**config.mk**
```make
export PLATFORM = sky130hd
export DESIGN_NAME = dbo_capture_flat
export DESIGN_NICKNAME = d
export VERILOG_FILES = /design/src/hdl/dbo_pkg.sv /design/src/hdl/dbo_link_if.sv /design/src/hdl/dbo_capture.sv /design/src/flat_wrapper.sv
export SDC_FILE = /design/constraint.sdc
export NUM_CORES = 1
export LEC_CHECK = 0
export ABC_AREA = 1
export BUFFER_PORTS_ARGS = -buffer_cell sky130_fd_sc_hd__buf_2
export CORE_ASPECT_RATIO = 1.25
export CORE_MARGIN = 3
export CORE_UTILIZATION = 30
export CTS_CLUSTER_DIAMETER = 150
export DETAILED_ROUTE_END_ITERATION = 12
export SLEW_MARGIN = 20
export SYNTH_ARGS = -nofsm -noshare
export SYNTH_HDL_FRONTEND = slang
export SYNTH_SLANG_ARGS = --single-unit
```
**constraint.sdc**
```tcl
create_clock -name MCLK -period 1.7 [get_ports MCLK]
set_input_delay 0.34 -clock MCLK [delete_from_list [all_inputs] [get_ports MCLK]]
set_output_delay 0.34 -clock MCLK [all_outputs]
set_load 0.02 [all_outputs]
```
**src/hdl/dbo_pkg.sv**
```systemverilog
// Purpose: Shared constants for the dual-bus sample output link
// Assumes: One 100 MHz clock drives both ends of the link
// Notes:   Time figures are kept in their own unit and converted to cycles here
package dbo_pkg;
    localparam int SMP_W          = 12;          // Width of each output bus
    localparam int CNT_W          = 26;          // Wide enough for the reload limit
    localparam int SYNC_STAGES    = 3;           // Pin synchroniser depth
    localparam int CLK_PERIOD_NS  = 10;          // MCLK period
    localparam int RELOAD_HOLD_NS = 200;         // Least low time of the reload pin
    localparam int RELOAD_MAX_MS  = 600;         // Longest configuration reload
    localparam int SYNC_LOW_NS    = 5;           // Least low time of the sync pin
    localparam int NS_PER_MS      = 1000000;
    // Least times round up, longest times round down
    localparam int RELOAD_HOLD_CYCLES =
        (RELOAD_HOLD_NS + CLK_PERIOD_NS - 1) / CLK_PERIOD_NS;
    localparam int RELOAD_MAX_CYCLES  = RELOAD_MAX_MS * NS_PER_MS / CLK_PERIOD_NS;
    localparam int SYNC_LOW_CYCLES    =
        (SYNC_LOW_NS + CLK_PERIOD_NS - 1) / CLK_PERIOD_NS;
    localparam logic [SMP_W-1:0] BUS_PARKED = {SMP_W{1'b1}};  // Level while reloading
    localparam logic [SYNC_STAGES-1:0] PIPE_IDLE = {SYNC_STAGES{1'b1}};
    localparam logic [CNT_W-1:0] CNT_ZERO = '0;
    localparam logic [CNT_W-1:0] CNT_ONE  = CNT_W'(1);
endpackage

```
**src/hdl/dbo_link_if.sv**
```systemverilog
// Purpose: Pins between the converter output logic and the capture logic
// Assumes: Every pin is driven by exactly one end, no two-way pins
// Notes:   No clocking block; both ends run on the same MCLK
`timescale 1ns/1ns
`default_nettype none
interface dbo_link_if;
    logic [dbo_pkg::SMP_W-1:0] bus_a;                // Earlier sample of each pair
    logic [dbo_pkg::SMP_W-1:0] bus_b;                // Later sample of each pair
    logic                      ready_strobe_a;
    logic                      ready_strobe_b;
    logic                      reload_n;             // Low parks outputs, rise reloads
    logic                      capture_sync_hold_n;  // Low stops both strobes

    // Converter output end
    modport dev (
        output bus_a,
        output bus_b,
        output ready_strobe_a,
        output ready_strobe_b,
        input  reload_n,
        input  capture_sync_hold_n
    );
    // Capture logic end
    modport cap (
        input  bus_a,
        input  bus_b,
        input  ready_strobe_a,
        input  ready_strobe_b,
        output reload_n,
        output capture_sync_hold_n
    );
endinterface
`default_nettype wire

```
**src/hdl/dbo_capture.sv**
```systemverilog
// Purpose: Capture end, collects word pairs and drives reload and sync pins
// Assumes: Link inputs come from outside this domain and are synchronised
// Notes:   A pair is reported only once both strobes have moved
`timescale 1ns/1ns
`default_nettype none
module dbo_capture #(
    parameter int RELOAD_LIMIT_CYCLES = dbo_pkg::RELOAD_MAX_CYCLES  // Reload timeout
) (
    input  wire logic                      MCLK,
    input  wire logic                      RST_B,
    input  wire logic                      RELOAD_REQ,
    input  wire logic                      SYNC_HOLD,
    output logic [dbo_pkg::SMP_W-1:0]      PAIR_A,
    output logic [dbo_pkg::SMP_W-1:0]      PAIR_B,
    output logic                           PAIR_VALID,
    output logic                           LINK_UP,
    output logic                           RELOAD_TIMEOUT,
    dbo_link_if.cap                        LINK
);
    typedef enum logic [1:0] {
        DBC_PULSE,
        DBC_WAIT,
        DBC_UP
    } dbc_state_e;

    localparam logic [dbo_pkg::CNT_W-1:0] HOLD_LAST =
        dbo_pkg::CNT_W'(dbo_pkg::RELOAD_HOLD_CYCLES - 1);
    localparam logic [dbo_pkg::CNT_W-1:0] LIMIT_LAST =
        dbo_pkg::CNT_W'(RELOAD_LIMIT_CYCLES - 1);

    logic [dbo_pkg::SYNC_STAGES-1:0] sa_pipe;
    logic [dbo_pkg::SYNC_STAGES-1:0] sb_pipe;
    logic [dbo_pkg::SMP_W-1:0]       a_pipe [dbo_pkg::SYNC_STAGES];
    logic [dbo_pkg::SMP_W-1:0]       b_pipe [dbo_pkg::SYNC_STAGES];
    logic                            ev_a;
    logic                            ev_b;
    logic [dbo_pkg::SYNC_STAGES-1:0] next_sa_pipe;
    logic [dbo_pkg::SYNC_STAGES-1:0] next_sb_pipe;
    logic [dbo_pkg::SMP_W-1:0]       next_a_pipe [dbo_pkg::SYNC_STAGES];
    logic [dbo_pkg::SMP_W-1:0]       next_b_pipe [dbo_pkg::SYNC_STAGES];

    dbc_state_e                state;
    dbc_state_e                next_state;
    logic [dbo_pkg::CNT_W-1:0] count;
    logic [dbo_pkg::CNT_W-1:0] next_count;
    logic                      seen_a;
    logic                      next_seen_a;
    logic                      seen_b;
    logic                      next_seen_b;
    logic                      got_a;
    logic                      next_got_a;
    logic                      got_b;
    logic                      next_got_b;
    logic [dbo_pkg::SMP_W-1:0] pair_a;
    logic [dbo_pkg::SMP_W-1:0] next_pair_a;
    logic [dbo_pkg::SMP_W-1:0] pair_b;
    logic [dbo_pkg::SMP_W-1:0] next_pair_b;
    logic                      pair_vld;
    logic                      next_pair_vld;
    logic                      timeout;
    logic                      next_timeout;
    logic                      sync_n;
    logic                      next_sync_n;

    // Three-stage pin synchronisers for strobes and data alike
    always_comb begin
        next_sa_pipe   = {sa_pipe[dbo_pkg::SYNC_STAGES-2:0], LINK.ready_strobe_a};
        next_sb_pipe   = {sb_pipe[dbo_pkg::SYNC_STAGES-2:0], LINK.ready_strobe_b};
        next_a_pipe[0] = LINK.bus_a;
        next_b_pipe[0] = LINK.bus_b;
        for (int i = 1; i < dbo_pkg::SYNC_STAGES; i++) begin
            next_a_pipe[i] = a_pipe[i-1];
            next_b_pipe[i] = b_pipe[i-1];
        end
    end

    // Reset to the parked levels, so no false strobe edge follows reset
    always_ff @(posedge MCLK or negedge RST_B) begin
        if (!RST_B) begin
            sa_pipe <= dbo_pkg::PIPE_IDLE;
            sb_pipe <= dbo_pkg::PIPE_IDLE;
            for (int i = 0; i < dbo_pkg::SYNC_STAGES; i++) begin
                a_pipe[i] <= dbo_pkg::BUS_PARKED;
                b_pipe[i] <= dbo_pkg::BUS_PARKED;
            end
        end else begin
            sa_pipe <= next_sa_pipe;
            sb_pipe <= next_sb_pipe;
            a_pipe  <= next_a_pipe;
            b_pipe  <= next_b_pipe;
        end
    end

    // A strobe change counts once stages two and three agree on the new level
    assign ev_a = (sa_pipe[1] == sa_pipe[2]) && (sa_pipe[2] != seen_a);
    assign ev_b = (sb_pipe[1] == sb_pipe[2]) && (sb_pipe[2] != seen_b);

    // Reload pulse, completion watch and pair assembly
    always_comb begin
        next_state    = state;
        next_count    = count;
        next_seen_a   = ev_a ? sa_pipe[2] : seen_a;
        next_seen_b   = ev_b ? sb_pipe[2] : seen_b;
        next_got_a    = got_a | ev_a;
        next_got_b    = got_b | ev_b;
        next_pair_a   = pair_a;
        next_pair_b   = pair_b;
        next_pair_vld = 1'b0;
        next_timeout  = timeout;
        next_sync_n   = ~SYNC_HOLD;
        if (ev_a) begin
            next_pair_a = a_pipe[2];
        end
        if (ev_b) begin
            next_pair_b = b_pipe[2];
        end
        case (state)
            DBC_PULSE: begin
                // Strobes jump high while parked; that is no data word
                next_got_a = 1'b0;
                next_got_b = 1'b0;
                if (count == HOLD_LAST) begin
                    next_state = DBC_WAIT;
                    next_count = dbo_pkg::CNT_ZERO;
                end else begin
                    next_count = count + dbo_pkg::CNT_ONE;
                end
            end
            DBC_WAIT: begin
                if (ev_a || ev_b) begin
                    next_state = DBC_UP;
                    next_got_a = 1'b0;
                    next_got_b = 1'b0;
                end else if (count == LIMIT_LAST) begin
                    next_timeout = 1'b1;
                end else begin
                    next_count = count + dbo_pkg::CNT_ONE;
                end
            end
            DBC_UP: begin
                if (next_got_a && next_got_b) begin
                    next_pair_vld = 1'b1;
                    next_got_a    = 1'b0;
                    next_got_b    = 1'b0;
                end
            end
            default: begin
                next_state = DBC_WAIT;
            end
        endcase
        // A new request restarts the pulse from any state
        if (RELOAD_REQ) begin
            next_state   = DBC_PULSE;
            next_count   = dbo_pkg::CNT_ZERO;
            next_timeout = 1'b0;
        end
    end

    // After reset the device is loading, so the first strobe move means ready
    always_ff @(posedge MCLK or negedge RST_B) begin
        if (!RST_B) begin
            state    <= DBC_WAIT;
            count    <= dbo_pkg::CNT_ZERO;
            seen_a   <= 1'b1;
            seen_b   <= 1'b1;
            got_a    <= 1'b0;
            got_b    <= 1'b0;
            pair_a   <= '0;
            pair_b   <= '0;
            pair_vld <= 1'b0;
            timeout  <= 1'b0;
            sync_n   <= 1'b1;
        end else begin
            state    <= next_state;
            count    <= next_count;
            seen_a   <= next_seen_a;
            seen_b   <= next_seen_b;
            got_a    <= next_got_a;
            got_b    <= next_got_b;
            pair_a   <= next_pair_a;
            pair_b   <= next_pair_b;
            pair_vld <= next_pair_vld;
            timeout  <= next_timeout;
            sync_n   <= next_sync_n;
        end
    end

    assign LINK.reload_n            = (state != DBC_PULSE);
    assign LINK.capture_sync_hold_n = sync_n;
    assign PAIR_A                   = pair_a;
    assign PAIR_B                   = pair_b;
    assign PAIR_VALID               = pair_vld;
    assign LINK_UP                  = (state == DBC_UP);
    assign RELOAD_TIMEOUT           = timeout;
endmodule
`default_nettype wire

```
**src/flat_wrapper.sv**
```systemverilog
// flat-port wrapper written by rule: the top's interface ports become plain ports
module dbo_capture_flat 
#(
    parameter int RELOAD_LIMIT_CYCLES = dbo_pkg::RELOAD_MAX_CYCLES                   
)
  (MCLK, RST_B, RELOAD_REQ, SYNC_HOLD, PAIR_A, PAIR_B, PAIR_VALID, LINK_UP, RELOAD_TIMEOUT, LINK_bus_a, LINK_bus_b, LINK_ready_strobe_a, LINK_ready_strobe_b, LINK_reload_n, LINK_capture_sync_hold_n);
  dbo_link_if LINK_i ();
  input  wire logic MCLK;
  input  wire logic RST_B;
  input  wire logic RELOAD_REQ;
  input  wire logic SYNC_HOLD;
  output logic [dbo_pkg::SMP_W-1:0] PAIR_A;
  output logic [dbo_pkg::SMP_W-1:0] PAIR_B;
  output logic PAIR_VALID;
  output logic LINK_UP;
  output logic RELOAD_TIMEOUT;
  input wire logic [$bits(LINK_i.bus_a)-1:0] LINK_bus_a;
  input wire logic [$bits(LINK_i.bus_b)-1:0] LINK_bus_b;
  input wire logic [$bits(LINK_i.ready_strobe_a)-1:0] LINK_ready_strobe_a;
  input wire logic [$bits(LINK_i.ready_strobe_b)-1:0] LINK_ready_strobe_b;
  output wire logic [$bits(LINK_i.reload_n)-1:0] LINK_reload_n;
  output wire logic [$bits(LINK_i.capture_sync_hold_n)-1:0] LINK_capture_sync_hold_n;
  assign LINK_i.bus_a = LINK_bus_a;
  assign LINK_i.bus_b = LINK_bus_b;
  assign LINK_i.ready_strobe_a = LINK_ready_strobe_a;
  assign LINK_i.ready_strobe_b = LINK_ready_strobe_b;
  assign LINK_reload_n = LINK_i.reload_n;
  assign LINK_capture_sync_hold_n = LINK_i.capture_sync_hold_n;
  dbo_capture #(.RELOAD_LIMIT_CYCLES(RELOAD_LIMIT_CYCLES)) u_core (.MCLK(MCLK), .RST_B(RST_B), .RELOAD_REQ(RELOAD_REQ), .SYNC_HOLD(SYNC_HOLD), .PAIR_A(PAIR_A), .PAIR_B(PAIR_B), .PAIR_VALID(PAIR_VALID), .LINK_UP(LINK_UP), .RELOAD_TIMEOUT(RELOAD_TIMEOUT), .LINK(LINK_i));
endmodule
```
==> results.md <==
* Status: finished, violations left
* Failing checks: setup timing
* Worst slew pin tran at 0.340 ns
* DRT Pass-1 Iters at 5
* Post-Syn Instances at 516
* Remaining antenna violation count at 0
* Detailed Place HPWL at 8510 um
* PortBufs at just under 60
* Fillers at 1680
* Total number of vias at 3937
* CTS buffer count at 17
* Avg Cell Area, Syn at approximately 11 sq um
* Crit Path Max Fanout at 6
* Clk Latency, worst-skew pair at approximately 0.41 ns
* GRT Util Overall at 12.2%
* Reg2reg start: u_core.count[0]
* Vias in the first global route at 3845
* Hold slack final at 0.0232 ns
* Die area at around 20000 sq um
* Synth Cell Area at 5530 sq um
* First-pass GRT wire length at 19300 um
* Finished Core Util at ~41%
* Data arrival, critical path at 2.03 ns
* Fin area at 7210 sq um
* Min Tclk post-route at 1.72 ns
* Top-Level Pins at a little under 60
* Final Wtd Congestion at 0.922
* Synth Net Count at about 550
* Final period util at 101%
* First DRT Iteration DRCs at roughly 180
* H-tree levels at 4
* Initial antenna violation count at 0
* Unique masters post-synth at 30
* Congestion Overflow GR at 0
* Final setup fails at 20
* Final Slew Violations at 0
* Syn. warnings at 0
* PD cells at 1200 nW/um^2
* Unrepaired setup endpoints after global routing: yes
* DR vias/cell at 4.52
* # clock sinks at 137
* WL final at 12100 um
* Crit Path Class: flop to flop
* Setup ws final at -0.0237 ns
* Critical path's slowest cell: dfrtp_1
* Leakage power at approximately 0.0031 uW
* Clock Path Buffers at 2
* WP data required at 2.00 ns
* Starting Density at 31.1%
* Sequential area share after synthesis at 63.9%
* Final Hold Fails at 0
* Diode count at 0
* CP dominant cell by count: nand2_2
* Crit path largest cell delay at 0.41 ns
* Flop2flop setup slack at -0.02 ns
* Hold_sp: LINK_bus_a[9]
* CP startpoint kind: flop
* Crit path cell chain: ha_2 -> nand2_2 -> nor2_4 -> nand2_2 -> nor2_2 -> nand3_2 -> nand2_2 -> nor2_4 -> buf_6 -> nand2_2 -> o21ai_2
* Power, Total at 8650 uW
* Crit path from: u_core.count[0]
* Final Skew at about 0.0091 ns
* Area growth syn-to-layout at 30.5%
* Die W at roughly 130 um
* Largest net degree at the start of global routing at 66
* Drc violations at 0
* Core Rows at 54
* CTS tree: done
* Core area at about 18000 sq um
* Hold Path Class: input port to flop
* CTS Root Buffer Type: clkbuf_16
* Placed inst area at approximately 6300 sq um
* NumNets Final at between 600 and 700
* Maximum vdd drop at 0.582 mV
* WL per Instance at roughly 14 um
* CTS clk-pin slew, worst paths at about 0.060 ns
* Max Fclk at 580 MHz
* Max_cap viols at 0
* Rel. slew slack at 77.3%
* Layout cell share with drive strength beyond 1 at about 47%
* Die Span Y at 158 um
* Yosys reg bits at 137
* CP Capture Type: flop
## worst max-delay path, delay by kind of cell (launching register included)
family                     cells  cell delay, ns
and+or+nand+nor                8            0.77
DFF                            1            0.41
adders and majority gates      1            0.23
buffers and inverters          1            0.16
AOI/OAI and AO/OA              1            0.05
## per-stage QoR
stage / setup slack [ns] / TNS, ns / std cells
global route: -0.126 / -2.57 / 871
global placement: 0.0204 / 0 / 824
CTS: 0.0150 / 0 / 860
finish: -0.0237 / -0.233 / 871
detailed placement: -0.0516 / -0.213 / 824
floorplan: 0.139 / 0 / 516
## per-layer routing
metal,vias to the layer above,wire length (um),GRT usage [%]
li1,1888,-,-
met1,1932,5040,14.5
met2,98,6140,20.9
met3,19,577,3.71
met4,0,306,4.75
met5,-,0,0
## cell type report
class / count / area, sq um / area share (%)
sequential: 137 / 3530 / 49.0
multi-input combinational: 331 / 1860 / 25.7
timing repair buffer: 110 / 815 / 11.3
clock buffer: 19 / 454 / 6.30
tap: 224 / 280 / 3.89
inverter: 37 / 139 / 1.93
clock inverter: 13 / 131 / 1.82
## final timing paths
| check | cells after the start | end |
|---|---|---|
| worst max-delay path | 11 | u_core.count[16] |
| worst min register to register | 0 | u_core.a_pipe[13] |
| min in group asynchronous | 2 | u_core.PAIR_A[0] |
| max in group asynchronous | 3 | u_core.b_pipe[19] |
| worst min-delay path | 1 | u_core.a_pipe[33] |
| worst max register to register | 11 | u_core.count[16] |
## synth_stat cells
| master | n | area, sq um |
|---|---|---|
| nand2_1 | 118 | 443 |
| dfstp_2 | 82 | 2150 |
| nor2_1 | 74 | 278 |
| dfrtp_1 | 55 | 1380 |
| nand3_1 | 42 | 210 |
| inv_1 | 35 | 131 |
| mux2_2 | 24 | 270 |
| o21ai_2 | 20 | 175 |
| xor2_1 | 10 | 87.6 |
| o21ai_0 | 7 | 35.0 |
| nand2_2 | 6 | 37.5 |
| a21oi_1 | 5 | 25.0 |
| nand4_1 | 5 | 31.3 |
| nor2_2 | 5 | 31.3 |
| buf_2 | 4 | 20.0 |
| clkbuf_1 | 3 | 11.3 |
| buf_12 | 2 | 40.0 |
| ha_1 | 2 | 25.0 |
| inv_2 | 2 | 7.51 |
| nand3b_1 | 2 | 15.0 |
| nor2_4 | 2 | 22.5 |
| nor3_1 | 2 | 10.0 |
| o21ai_1 | 2 | 10.0 |
| buf_6 | 1 | 11.3 |
| buf_8 | 1 | 15.0 |
| nand3_2 | 1 | 10.0 |
| nand3b_4 | 1 | 20.0 |
| nor3b_1 | 1 | 7.51 |
| or2_2 | 1 | 6.26 |
| xnor2_1 | 1 | 8.76 |
## sequential cells by signal, summed over array words and instances (netlist names), 2 cells and up
register and flops:
u_core.sb_pipe 3, u_core.PAIR_A 12, u_core.b_pipe 36, u_core.PAIR_B 12, u_core.state 2, u_core.a_pipe 36, u_core.sa_pipe 3, u_core.count 26
## power breakdown
| part | internal (uW) | switching [uW] |
|---|---|---|
| sequential | 3660 | 153 |
| clock | 2140 | 1460 |
| combinational | 512 | 718 |
## kinds of logic (layout without fill, tap and decap cells)
family	after synthesis	in the layout	share of synthesized area, %
AOI/OAI and AO/OA	34	34	4.44
xor gates and xnor gates	11	11	1.74
adders and majority gates	2	2	0.453
buffers and inverters	48	179	4.28
DFF	137	137	63.9
muxes	24	24	4.89
and+or+nand+nor	260	260	20.3
## placed cells by master, fill, tap and decap left out, drive strengths merged, types with 5 or more instances in the layout
cell	instances
nand2	124
buf	101
dfstp	82
nor2	81
dfrtp	55
inv	44
nand3	43
o21ai	29
mux2	24
clkbuf	21
xor2	10
dlygate4sd3	7
a21oi	5
nand4	5
## repair_timing
action,4_1_cts,5_1_grt
hold endpoints to repair,4,5
cloned,0,2
setup buffers,2,4
setup endpoints to repair,9,27
pin swaps,1,7
resized for setup,1,33
hold buffers,2,5
(Power assumes the default switching activity.)
